`src/boot_pkg.sv`:
```
// Constants, state type and helpers for the serial EEPROM boot loader
// Notes on behaviour
// - Byte nine MSB selects autonomous or host boot
// - One I2C EEPROM, 128 bytes to 2KB
// - Host boot loads only timing and memory setup
// - Autonomous boot also sets aperture base addresses
// - Autonomous boot copies level 1 program to memory
// - Host boot reads only first 10 bytes
// - Autonomous program may fill almost 2 KB
// - Chip reset starts the boot sequence
// - After reset only boot, I2C, PCI run
// - Core and highway held in reset until released
// - Autonomous boot releases core and highway
// - Host boot releases highway only, core held
// - First byte read at boot clock over 1000
// - Later bytes at fastest rate byte zero allows
package boot_pkg;

  localparam logic [3:0]  DEV_TYPE        = 4'ha;
  localparam logic [2:0]  DEV_BLOCK       = 3'h0;
  localparam logic [7:0]  WORD_ADDR_START = 8'h00;
  localparam int          SLOW_DIV        = 1000;
  localparam int          SLOW_QTR        = SLOW_DIV / 4;
  localparam int          QTR_W           = 10;

  // Layout of byte zero
  localparam int          B0_LINES_BIT    = 7;
  localparam int          B0_APER_LSB     = 4;
  localparam int          B0_CLK_LSB      = 2;
  localparam int          B0_I2C_BIT      = 1;
  localparam int          B0_TEST_BIT     = 0;

  // Byte indices in the EEPROM image
  localparam int          MODE_BYTE       = 9;
  localparam int          MODE_BIT        = 7;
  localparam int          CFG_BYTES       = 10;
  localparam int          MEM_BASE_BYTE   = 10;
  localparam int          MMIO_BASE_BYTE  = 14;
  localparam int          LEN_BYTE        = 18;
  localparam int          HDR_BYTES       = 20;
  localparam int          CAP_SMALL       = 128;
  localparam int          CAP_LARGE       = 2048;

  // Boot clock and serial clock rates, kHz
  localparam int          BOOT_KHZ [4]    = '{100000, 75000, 50000, 33000};
  localparam int          I2C_STD_KHZ     = 100;
  localparam int          I2C_FAST_KHZ    = 400;

  localparam logic        CORE_RST_INIT   = 1'b1;
  localparam logic        HWY_RST_INIT    = 1'b1;

  typedef enum logic [2:0] {
    ST_IDLE, ST_START, ST_TX, ST_RX, ST_HOLD, ST_STOP, ST_DRAIN, ST_DONE
  } boot_state_t;

  // Quarter of a serial clock period in boot clock cycles, rounded up
  function automatic logic [QTR_W-1:0] fast_qtr(input logic [1:0] clk_sel,
                                                input logic       fast);
    int f;
    int t;
    int q;
    f = BOOT_KHZ[clk_sel];
    t = fast ? I2C_FAST_KHZ : I2C_STD_KHZ;
    q = (f + 4 * t - 1) / (4 * t);
    return q[QTR_W-1:0];
  endfunction

endpackage

```
`src/serial_eeprom_boot_loader.sv`:
```
// Boot loader: I2C EEPROM reader, program FIFO and reset release
`timescale 1ns/10ps

module boot_fifo #(
  parameter int WIDTH = 8,
  parameter int DEPTH = 16
) (
  // Clock and reset
  input  wire logic             sys_clk_in,
  input  wire logic             rst_in,
  // Fill side
  input  wire logic             in_valid_in,
  input  wire logic [WIDTH-1:0] in_data_in,
  output logic                  in_ready_out,
  // Drain side
  output logic                  out_valid_out,
  output logic [WIDTH-1:0]      out_data_out,
  input  wire logic             out_ready_in
);
  localparam int AW = $clog2(DEPTH);

  typedef struct packed {
    logic [DEPTH-1:0][WIDTH-1:0] mem;
    logic [AW-1:0]               wp;
    logic [AW-1:0]               rp;
    logic [AW:0]                 cnt;
  } fifo_st_t;

  fifo_st_t r;
  fifo_st_t r_nxt;
  logic     push;
  logic     pop;

  assign in_ready_out  = (r.cnt != DEPTH[AW:0]);
  assign out_valid_out = (r.cnt != '0);
  assign out_data_out  = r.mem[r.rp];

  always_comb begin
    r_nxt = r;
    push  = in_valid_in && in_ready_out;
    pop   = out_valid_out && out_ready_in;
    if (push) begin
      r_nxt.mem[r.wp] = in_data_in;
      r_nxt.wp        = r.wp + 1'b1;
    end
    if (pop) begin
      r_nxt.rp = r.rp + 1'b1;
    end
    if (push && !pop) begin
      r_nxt.cnt = r.cnt + 1'b1;
    end else if (pop && !push) begin
      r_nxt.cnt = r.cnt - 1'b1;
    end
  end

  always_ff @(posedge sys_clk_in or posedge rst_in) begin
    if (rst_in) begin
      r <= '0;
    end else begin
      r <= r_nxt;
    end
  end
endmodule

module serial_eeprom_boot_loader
  import boot_pkg::*;
#(
  parameter int FIFO_DEPTH = 16
) (
  // Clock and chip reset
  input  wire logic        sys_clk_in,
  input  wire logic        rst_in,
  // I2C pins, open drain
  input  wire logic        scl_in,
  output logic             scl_out,
  output logic             scl_oe_n_out,
  input  wire logic        sda_in,
  output logic             sda_out,
  output logic             sda_oe_n_out,
  // Program write port into main memory
  output logic             mem_wr_valid_out,
  input  wire logic        mem_wr_ready_in,
  output logic [31:0]      mem_wr_addr_out,
  output logic [7:0]       mem_wr_data_out,
  // Loaded configuration
  output logic [79:0]      boot_cfg_out,
  output logic [31:0]      mem_base_out,
  output logic [31:0]      mmio_base_out,
  output logic             autonomous_out,
  // Reset control and status
  output logic             core_rst_out,
  output logic             highway_rst_out,
  output logic             boot_done_out,
  output logic             boot_error_out
);

  typedef struct packed {
    boot_state_t             st;
    logic [QTR_W-1:0]        qtr;
    logic [QTR_W-1:0]        div;
    logic [1:0]              ph;
    logic [3:0]              bitn;
    logic [1:0]              txn;
    logic [7:0]              sh;
    logic [11:0]             idx;
    logic [11:0]             last_idx;
    logic [11:0]             cap_last;
    logic                    auto_mode;
    logic                    nack;
    logic                    ack_bad;
    logic                    retry;
    logic                    scl_lo;
    logic                    sda_lo;
    logic [1:0]              scl_s;
    logic [1:0]              sda_s;
    logic [HDR_BYTES-1:0][7:0] cfg;
    logic [31:0]             wr_addr;
    logic                    err;
    logic                    core_rst;
    logic                    hwy_rst;
    logic                    done;
  } boot_st_t;

  boot_st_t    r;
  boot_st_t    r_nxt;
  logic        tick;
  logic        stall;
  logic        push;
  logic        fifo_in_ready;
  logic        fifo_out_valid;
  logic [7:0]  fifo_out_data;
  logic [7:0]  b;
  logic [11:0] last;
  logic [11:0] cap;
  logic [11:0] len;

  function automatic logic [7:0] tx_byte(input logic [1:0] n);
    case (n)
      2'd0:    tx_byte = {DEV_TYPE, DEV_BLOCK, 1'b0};
      2'd1:    tx_byte = WORD_ADDR_START;
      default: tx_byte = {DEV_TYPE, DEV_BLOCK, 1'b1};
    endcase
  endfunction

  // Each bit spans four quarter periods; quarter length sets the rate
  always_comb begin
    r_nxt       = r;
    r_nxt.scl_s = {r.scl_s[0], scl_in};
    r_nxt.sda_s = {r.sda_s[0], sda_in};
    tick        = 1'b0;
    push        = 1'b0;
    b           = r.sh;
    last        = r.last_idx;
    cap         = r.cap_last;
    len         = 12'h000;
    // A slave holding the clock low stretches the current quarter
    stall       = !r.scl_lo && !r.scl_s[1];
    if (!stall) begin
      if (r.div == r.qtr - 1'b1) begin
        r_nxt.div = '0;
        tick      = 1'b1;
      end else begin
        r_nxt.div = r.div + 1'b1;
      end
    end
    if (tick) begin
      r_nxt.ph = r.ph + 2'd1;
    end

    case (r.st)
      ST_IDLE: begin
        r_nxt.qtr       = SLOW_QTR[QTR_W-1:0];
        r_nxt.div       = '0;
        r_nxt.ph        = 2'd0;
        r_nxt.txn       = 2'd0;
        r_nxt.idx       = 12'h000;
        r_nxt.last_idx  = MODE_BYTE[11:0];
        r_nxt.cap_last  = 12'(CAP_LARGE - 1);
        r_nxt.scl_lo    = 1'b0;
        r_nxt.sda_lo    = 1'b0;
        r_nxt.st        = ST_START;
      end
      ST_START: begin
        if (tick) begin
          case (r.ph)
            2'd0:    r_nxt.sda_lo = 1'b0;
            2'd1:    r_nxt.scl_lo = 1'b0;
            2'd2:    r_nxt.sda_lo = 1'b1;
            default: begin
              r_nxt.scl_lo = 1'b1;
              r_nxt.sh     = tx_byte(r.txn);
              r_nxt.bitn   = 4'd0;
              r_nxt.st     = ST_TX;
            end
          endcase
        end
      end
      ST_TX: begin
        if (tick) begin
          case (r.ph)
            2'd0:    r_nxt.sda_lo = (r.bitn == 4'd8) ? 1'b0 : !r.sh[7];
            2'd1:    r_nxt.scl_lo = 1'b0;
            2'd2:    r_nxt.ack_bad = r.sda_s[1];
            default: begin
              r_nxt.scl_lo = 1'b1;
              r_nxt.sh     = {r.sh[6:0], 1'b0};
              r_nxt.bitn   = r.bitn + 4'd1;
              if (r.bitn == 4'd8) begin
                r_nxt.bitn = 4'd0;
                if (r.ack_bad) begin
                  r_nxt.retry = 1'b1;
                  r_nxt.err   = 1'b1;
                  r_nxt.st    = ST_STOP;
                end else if (r.txn == 2'd0) begin
                  r_nxt.txn = 2'd1;
                  r_nxt.sh  = tx_byte(2'd1);
                end else if (r.txn == 2'd1) begin
                  r_nxt.txn = 2'd2;
                  r_nxt.st  = ST_START;
                end else begin
                  r_nxt.st  = ST_RX;
                end
              end
            end
          endcase
        end
      end
      ST_RX: begin
        if (tick) begin
          case (r.ph)
            2'd0:    r_nxt.sda_lo = (r.bitn == 4'd8) && !r.nack;
            2'd1:    r_nxt.scl_lo = 1'b0;
            2'd2: begin
              if (r.bitn != 4'd8) begin
                r_nxt.sh = {r.sh[6:0], r.sda_s[1]};
              end
            end
            default: begin
              r_nxt.scl_lo = 1'b1;
              r_nxt.bitn   = r.bitn + 4'd1;
              if (r.bitn == 4'd7) begin
                if (r.idx < 12'(HDR_BYTES)) begin
                  r_nxt.cfg[r.idx[4:0]] = b;
                end else begin
                  push = 1'b1;
                end
                if (r.idx == 12'h000) begin
                  r_nxt.qtr = fast_qtr(b[B0_CLK_LSB +: 2], b[B0_I2C_BIT]);
                  cap = b[B0_LINES_BIT] ? 12'(CAP_LARGE - 1)
                                        : 12'(CAP_SMALL - 1);
                end
                if (r.idx == 12'(MODE_BYTE)) begin
                  r_nxt.auto_mode = b[MODE_BIT];
                  if (b[MODE_BIT]) begin
                    last = 12'(LEN_BYTE + 1);
                  end
                end
                if (r.idx == 12'(MEM_BASE_BYTE + 3)) begin
                  r_nxt.wr_addr = {b, r.cfg[MEM_BASE_BYTE + 2],
                                   r.cfg[MEM_BASE_BYTE + 1], r.cfg[MEM_BASE_BYTE]};
                end
                if (r.idx == 12'(LEN_BYTE + 1)) begin
                  len  = {1'b0, b[2:0], r.cfg[LEN_BYTE]};
                  last = 12'(LEN_BYTE + 1) + len;
                end
                if (last > cap) begin
                  last = cap;
                end
                r_nxt.last_idx = last;
                r_nxt.cap_last = cap;
                r_nxt.nack     = (r.idx == last);
                r_nxt.idx      = r.idx + 12'd1;
              end
              if (r.bitn == 4'd8) begin
                r_nxt.bitn = 4'd0;
                if (r.nack) begin
                  r_nxt.st = ST_STOP;
                end else if (r.idx >= 12'(HDR_BYTES) && !fifo_in_ready) begin
                  // Memory slower than the EEPROM: hold the clock low
                  r_nxt.st = ST_HOLD;
                end
              end
            end
          endcase
        end
      end
      ST_HOLD: begin
        r_nxt.div = '0;
        r_nxt.ph  = 2'd0;
        if (fifo_in_ready) begin
          r_nxt.st = ST_RX;
        end
      end
      ST_STOP: begin
        if (tick) begin
          case (r.ph)
            2'd0:    r_nxt.sda_lo = 1'b1;
            2'd1:    r_nxt.scl_lo = 1'b0;
            2'd2:    r_nxt.sda_lo = 1'b0;
            default: begin
              r_nxt.retry = 1'b0;
              r_nxt.st    = r.retry ? ST_IDLE : ST_DRAIN;
            end
          endcase
        end
      end
      ST_DRAIN: begin
        // Releases wait until the whole program has reached memory
        if (!fifo_out_valid) begin
          r_nxt.hwy_rst = 1'b0;
          if (r.auto_mode) begin
            r_nxt.core_rst = 1'b0;
          end
          r_nxt.done = 1'b1;
          r_nxt.st   = ST_DONE;
        end
      end
      ST_DONE: begin
        r_nxt.div = '0;
      end
      default: begin
        r_nxt.st = ST_IDLE;
      end
    endcase

    if (fifo_out_valid && mem_wr_ready_in) begin
      r_nxt.wr_addr = r.wr_addr + 32'h0000_0001;
    end
  end

  always_ff @(posedge sys_clk_in or posedge rst_in) begin
    if (rst_in) begin
      r          <= '0;
      r.st       <= ST_IDLE;
      r.qtr      <= SLOW_QTR[QTR_W-1:0];
      r.core_rst <= CORE_RST_INIT;
      r.hwy_rst  <= HWY_RST_INIT;
    end else begin
      r <= r_nxt;
    end
  end

  boot_fifo #(
    .WIDTH (8),
    .DEPTH (FIFO_DEPTH)
  ) u_fifo (
    .sys_clk_in    (sys_clk_in),
    .rst_in        (rst_in),
    .in_valid_in   (push),
    .in_data_in    (r.sh),
    .in_ready_out  (fifo_in_ready),
    .out_valid_out (fifo_out_valid),
    .out_data_out  (fifo_out_data),
    .out_ready_in  (mem_wr_ready_in)
  );

  // Open drain: only ever pull low
  assign scl_out          = 1'b0;
  assign sda_out          = 1'b0;
  assign scl_oe_n_out     = !r.scl_lo;
  assign sda_oe_n_out     = !r.sda_lo;
  assign mem_wr_valid_out = fifo_out_valid;
  assign mem_wr_data_out  = fifo_out_data;
  assign mem_wr_addr_out  = r.wr_addr;
  assign boot_cfg_out     = r.cfg[CFG_BYTES-1:0];
  assign mem_base_out     = {r.cfg[MEM_BASE_BYTE + 3], r.cfg[MEM_BASE_BYTE + 2],
                             r.cfg[MEM_BASE_BYTE + 1], r.cfg[MEM_BASE_BYTE]};
  assign mmio_base_out    = {r.cfg[MMIO_BASE_BYTE + 3], r.cfg[MMIO_BASE_BYTE + 2],
                             r.cfg[MMIO_BASE_BYTE + 1], r.cfg[MMIO_BASE_BYTE]};
  assign autonomous_out   = r.auto_mode;
  assign core_rst_out     = r.core_rst;
  assign highway_rst_out  = r.hwy_rst;
  assign boot_done_out    = r.done;
  assign boot_error_out   = r.err;

endmodule

```
`config.mk`:
```
export PLATFORM = sky130hd
export DESIGN_NAME = serial_eeprom_boot_loader
export DESIGN_NICKNAME = d
export VERILOG_FILES = /design/src/boot_pkg.sv /design/src/serial_eeprom_boot_loader.sv
export SDC_FILE = /design/constraint.sdc
export NUM_CORES = 1
export LEC_CHECK = 0
export ABC_AREA = 0
export BUFFER_PORTS_ARGS = -buffer_cell sky130_fd_sc_hd__buf_2
export CAP_MARGIN = 20
export CORE_MARGIN = 5
export CORE_UTILIZATION = 55
export DETAILED_ROUTE_END_ITERATION = 8
export PLACE_DENSITY = 0.72
export SLEW_MARGIN = 20
export SYNTH_ARGS = -nofsm -noshare
export SYNTH_HDL_FRONTEND = slang
export SYNTH_SLANG_ARGS = --single-unit
```
`constraint.sdc`:
```
create_clock -name sys_clk_in -period 52.2 [get_ports sys_clk_in]
set_input_delay 7.83 -clock sys_clk_in [delete_from_list [all_inputs] [get_ports sys_clk_in]]
set_output_delay 7.83 -clock sys_clk_in [all_outputs]
set_load 0.03 [all_outputs]
```
# After elaboration in Yosys (flattened, before gate mapping)
# Cells that the tools add are included.
[op_classes]
n_div = 1
addsub = 13
order_cmp = 9
n_mux = 114
eq_ne = 47
n_bitwise = 3
n_reduce_logical = 55
[ops]
columns = ["operator", "count"]
rows = [
  ["$mux 32", 8],
  ["$mux 12", 17],
  ["$bwmux 160", 1],
  ["$bwmux 128", 1],
  ["$mux 38", 2],
  ["$pmux 36 s2", 1],
  ["$bmux 32 s2", 1],
  ["$mux 8", 8],
  ["$mux 10", 6],
  ["$mux 3", 17],
  ["$mux 46", 1],
  ["$mux 14", 3],
  ["$demux 8 s5", 1],
  ["$ne 2x2->1 const B", 20],
  ["$add 32x1->32 const B", 1],
  ["$add 32x12->32", 1],
  ["$bmux 8 s4", 1],
  ["$demux 8 s4", 1],
  ["$div 32x32->32", 1],
  ["$sub 32x2->32 const B", 1],
  ["$mux 13", 2],
  ["$reduce_and 5->1", 5],
  ["$eq 12x4->1 const B", 2],
  ["$pmux 8 s3", 1],
  ["65 further kinds", 139],
]
[word_totals]
inputBits = 5
regBits = 422
out_inout_bits = 194

# Logic depth before layout (Yosys ltp)
[depth]
depth_word = 18
mapped_depth = 253

# By module
# Synthesis repeated with hierarchy kept, for this count alone.
[hier_totals]
hier_cells = 4491
hier_area_um2 = 38862.3
[modules_own_cells]
columns = ["mod", "seq_area_each_um2", "n_inst", "area_each_um2", "cells_each"]
rows = [
  ["serial_eeprom_boot_loader", 6841.6, 1, 32040.7, 4017],
  ["boot_fifo", 3528.4, 1, 6821.5, 474],
]

# Worst setup path before layout
# OpenSTA, ideal clock, no wires.
[synth_timing]
path_kind = "reg-to-reg"
from = "reg r, in the netlist b[1]"
to = "reg r[276] (netlist name)"
required_time_ps = 52058
path_buffers = 25
stages_incl_launch_ff = 219
arrival_ps = 48205
path_slack_ps = 3853
setup_ps = 142
cell_sequence = "dfrtp_1 > buf_2 > inv_1 > clkbuf_1 > clkbuf_1 > ha_1 > nor2_1 > and3_1 > buf_2 > o21ai_1 > o21ai_0 > ha_1 > buf_2 > nand3_1 > or4_1 > o32a_1 > and2_1 > nor2_1 > [... 183 more ...] > a31oi_1 > a21boi_1 > or2_1 > buf_2 > nor2_1 > a21oi_1 > ha_1 > nor3_1 > and3_1 > o221ai_1 > nor2b_1 > o21a_1 > nand2_1 > a2111oi_2 > ha_1 > a31oi_1 > xnor2_1 > o21ai_0"
[synth_between]
elab_chain_cells = 9
[synth_rtl]
columns = ["item", "line", "text"]
rows = [
  ["from (decl)", "serial_eeprom_boot_loader.sv:124", "boot_st_t r;"],
  ["from (signal assigned)", "serial_eeprom_boot_loader.sv:339", "r <= r_nxt;"],
  ["$mux 9 (*)", "boot_pkg.sv:63", "t = fast ? I2C_FAST_KHZ : I2C_STD_KHZ;"],
  ["$add 32x12->32", "boot_pkg.sv:64", "q = (f + 4 * t - 1) / (4 * t);"],
  ["$sub 32x2->32", "boot_pkg.sv:64", ""],
  ["$div 32x32->32 (*)", "boot_pkg.sv:64", ""],
  ["$mux 10 (*)", "serial_eeprom_boot_loader.sv:247", "if (r.idx == 12'h000) begin"],
  ["$mux 10 (*)", "serial_eeprom_boot_loader.sv:241", "if (r.bitn == 4'd7) begin"],
  ["$mux 13 (*)", "serial_eeprom_boot_loader.sv:230", "case (r.ph)"],
  ["$mux 13 (*)", "serial_eeprom_boot_loader.sv:229", "if (tick) begin"],
  ["$pmux 10 s2 (*)", "serial_eeprom_boot_loader.sv:170", "case (r.st)"],
]
# Mark *: on every way between the ends. The rest lies on a longest branch, timed or not. The select of a mux whose other input is x is not followed.
# A chain may end at the register's enable or synchronous reset.

# Final worst setup path
[layout_timing]
from = "reg r, in the netlist b[2]"
to = "reg r[276] (netlist name)"
[layout_between]
elab_chain_cells = 12
[layout_rtl]
columns = ["item", "line", "text"]
rows = [
  ["$not 2->3 (not written as such)", "boot_pkg.sv:62", "f = BOOT_KHZ[clk_sel];"],
  ["$bmux 32 s2", "boot_pkg.sv:62", ""],
  ["$mux 32 (not written as such) (2 in a row)", "boot_pkg.sv:62", ""],
  ["$add 32x12->32", "boot_pkg.sv:64", ""],
  ["$sub 32x2->32", "boot_pkg.sv:64", ""],
  ["$div 32x32->32", "boot_pkg.sv:64", ""],
  ["$mux 10", "serial_eeprom_boot_loader.sv:247", ""],
  ["$mux 10", "serial_eeprom_boot_loader.sv:241", ""],
  ["$mux 13", "serial_eeprom_boot_loader.sv:230", ""],
  ["$mux 13", "serial_eeprom_boot_loader.sv:229", ""],
  ["$pmux 10 s2", "serial_eeprom_boot_loader.sv:170", ""],
]
# No other way between the ends. The select of a mux whose other input is x is not followed.

==> results by group <==
Layout
  • Most used cells in the layout excluding fill and tap cells: nand2_1, dfrtp_1, o21ai_0, nor2_1, a21oi_1
  • N_diodes: 0
  • Most common cell after layout, fill and taps aside: nand2_1
  • Layout Area Growth over Synthesis: 5.028%
  • Fin nets: 4641
  • Total of fill cells in the finished design: 6046
  • Ratio of cells with drive above 1 in the final layout: 0.1519

Synth
  • Sequential fraction of the synthesis area: 0.2767
  • Number of distinct standard cells referenced by the synthesized netlist: 131
  • EDFF count, synth: 0
  • Mapped Area: 37470 um^2
  • Dominant register cell in the synthesized netlist: dfrtp_1
  • Cells after synthesis: 4523
  • Synth area leaders: dfrtp_1, ha_1, nand2_1
  • Cell type contributing the most total cell area after synthesis: dfrtp_1
  • Share of async-settable or async-resettable flops after synthesis: 1.000
  • Syn Area/Cell: 8.285 um^2
  • Number of synthesis warnings: 0
  • Proportion of netlist area held by the largest area contributor: 0.2711
  • Synthesized flop and latch total: 414

Drt
  • Via count: 34660
  • Vias per std cell: 6.486
  • Number of antenna-violating nets in the routed design: 0
  • Average detailed-routed wire length per instance: 20.48 um
  • Post-detailed-routing wire length: 109.5 mm
  • Drt first-iter violations: 3500
  • Remaining routing DRC violations: 0
  • Number of detailed-route iterations in the first pass: 7

Power and ir drop
  • Sequential Power Share: 0.521
  • Power share of the combinational group: 0.021
  • IR drop worst, VDD: 0.01838 mV
  • P per Cell Area: 15.81 nW/um^2
  • Switching power summed over all nets: 136.5 uW
  • Leakage component of the power: 0.01833 uW
  • Clock share of power: 0.458
  • Switching share of power: 0.2194
  • Internal power: 485.7 uW

Timing
  • Final period utilization: 0.9358
  • Worst hold-check slack: 350.4 ps
  • Final critical delay including setup and external delays: 48850 ps
  • Skew final: 28.27 ps
  • Slew at the pin with the worst max-slew slack: 1033 ps
  • Final slew viol count: 0
  • Normalized max-slew margin: 0.3064
  • Final WS setup: 3353 ps
  • Number of endpoints failing setup at the final stage: 0
  • Highest clock rate: 20.47 MHz
  • Number of endpoints with negative hold slack in the final report: 0

GRT
  • Initial antenna violation count: 0
  • Via count of the first global-routing pass: 32620
  • GRT Resource Usage Total: 0.2825
  • Global-route wire length before repair: 175.4 mm
  • Global route total overflow: 0
  • Maximum number of pins on one net before global-route repair: 134

Worst setup path
  • R2R Setup Slk: 3350 ps
  • Most used cell, CP: ha_1
  • Critical path required time: 52570 ps
  • Cell count of the worst reg-to-reg path: 203
  • Reg-to-reg startpoint: b[2]
  • Largest fanout of any net on the critical path: 37
  • Endpoint of the most critical register-to-register path: r[276]
  • Critical path arrival: 49210 ps
  • Setup CP Type: reg -> reg
  • Element type at the critical path start: flip-flop
  • Kind of end point of the critical path: flip-flop
  • Highest cell delay on the worst timing path: 670 ps
  • Worst-path cell with the longest stage delay: or4_4

Floorplanning
  • Number of primary I/O pins: 199
  • Placeable core region: 67400 um^2
  • Die height: 271.0 um
  • Die area: 73460 um^2
  • Starting density of the core: 0.5560
  • Number of rows in the core area: 95
  • Overall die width: 271.0 um

Placed design
  • HPWL after detailed placement: 81.20 mm
  • I/O Buffers: 196
  • Global placer's final weighted congestion: 0.9748
  • Setup WS pre-CTS: -181.4 ps

Clock tree
  • Maximum number of buffers from clock root to sink: 3
  • Clock tree sinks: 414
  • TritonCTS clock tree: built
  • Total clock buffers created by CTS: 40
  • Clock latency of the later-clocked register in the worst-skew pair: 550 ps
  • H-tree levels: 2
  • Root Buffer Master: clkbuf_16
  • Hold buffers post-CTS: 0
  • Reg clk slew, reported paths: 60 ps

Hold path
  • Kind of path behind the tightest hold check: reg -> reg
  • Hold Crit Start: r[196]
  • Hold path cells: 0
  • Worst min-delay path endpoint: r[197]

Run
  • Number of max-cap violations: 0

Status
  • Status: finished clean
## how the worst max path moves through the flow
| stage | start | end | slack (ps) | depth (start not counted) |
|---|---|---|---|---|
| after floorplan | b[1] | r[276] | 3850 | 218 |
| after global placement | b[2] | r[276] | 1440 | 204 |
| after detailed placement | b[2] | r[276] | -180 | 205 |
| after CTS | b[3] | r[276] | 160 | 205 |
| after global routing | b[2] | r[276] | -120 | 211 |
| final | b[2] | r[276] | 3350 | 203 |
## per-stage QoR
step	TNS, ps	cells	total power, uW	cell area, um^2	utilization
2_1_floorplan	0	4529	339.6	37500	-
5_1_grt	-315.2	5344	643.3	39360	0.5840
3_3_place_gp	0	5255	342.9	37720	0.5597
4_1_cts	0	5324	627.2	39000	0.5786
3_5_place_dp	-557.8	5255	343.1	37720	0.5597
6_report	0	5344	622.3	39360	0.5840
## Yosys cell counts, drive strengths merged (20+ instances only)
| cell type | n |
|---|---|
| a211oi | 40 |
| a21boi | 23 |
| a21o | 66 |
| a21oi | 268 |
| a31oi | 65 |
| and2 | 66 |
| and3 | 76 |
| buf | 227 |
| clkbuf | 158 |
| dfrtp | 406 |
| ha | 190 |
| inv | 117 |
| mux2 | 162 |
| mux2i | 35 |
| mux4 | 40 |
| nand2 | 524 |
| nand2b | 44 |
| nand3 | 124 |
| nand4 | 61 |
| nor2 | 330 |
| nor2b | 44 |
| nor3 | 110 |
| nor3b | 21 |
| nor4 | 51 |
| o2111ai | 20 |
| o211ai | 38 |
| o21a | 44 |
| o21ai | 407 |
| o21bai | 26 |
| o22ai | 26 |
| o31ai | 29 |
| or2 | 46 |
| or3 | 31 |
| or4 | 20 |
| xnor2 | 143 |
| xor2 | 91 |
## kinds of logic (layout without fill, tap and decap cells)
family | after synthesis | after routing | share of synthesized area
muxes | 237 | 237 | 0.08207
DFF | 414 | 414 | 0.2767
buffers and inverters | 506 | 447 | 0.07028
and+or+nand+nor | 1626 | 1627 | 0.2184
AOI/OAI and AO/OA | 1312 | 1312 | 0.2330
adders and majority gates | 193 | 193 | 0.06477
xor gates and xnor gates | 234 | 234 | 0.05469
other | 1 | 7 | 0.0001001
## power by group through the flow
stage          logic, uW  registers (uW)  clock network (uW)
2_1_floorplan       9.90             330                   0
3_3_place_gp        12.8             330                   0
3_5_place_dp        13.1             330                   0
4_1_cts             13.1             324                 290
5_1_grt             15.4             324                 304
6_report            13.0             324                 285
## registers in the layout (all words and copies together), names as in the netlist
signal	count
core_rst_out	1
highway_rst_out	1
r	84
autonomous_out	1
boot_cfg_out	80
b	8
mmio_base_out	32
mem_wr_addr_out	32
mem_base_out	32
boot_error_out	1
boot_done_out	1
u_fifo.r	141
## critical path: cells and delay by family (launching register included)
kind	cells	cell delay, ps
buffers and inverters	9	1890
adder cells (fa/ha/maj)	24	7960
multiplexers	11	3220
XOR/XNOR	6	930
AND/OR/NAND/NOR	75	15240
flip-flops	1	410
AO/OA/AOI/OAI	78	18890
## layout make-up
cell class | instances | area, um^2 | share of cell area
Clock buffer | 53 | 1110 | 0.02820
Clock inverter | 16 | 158.9 | 0.004037
Inverter | 121 | 479.2 | 0.01218
Multi-Input combinational cell | 3610 | 24670 | 0.6267
Sequential cell | 414 | 10380 | 0.2636
Tap cell | 873 | 1092 | 0.02775
Timing Repair Buffer | 257 | 1475 | 0.03748
## routing by layer
metal  vias up  part of all wire  track usage
met2      1380              0.48       0.4852
met1     16700              0.43       0.3803
met4         0             0.033      0.08316
met3       243             0.058      0.02738
met5         -                 0            0
li1      16340                 -            -
## repair_timing
item / in CTS / in global routing
endpoints found under the setup margin: 5 / 9
pin swaps: 0 / 6
setup buffers: 0 / 16
gates resized for setup: 2 / 39
gates cloned: 0 / 1
endpoints found under the hold margin: 0 / 0
No activity file was read; power rests on OpenSTA's default activity.
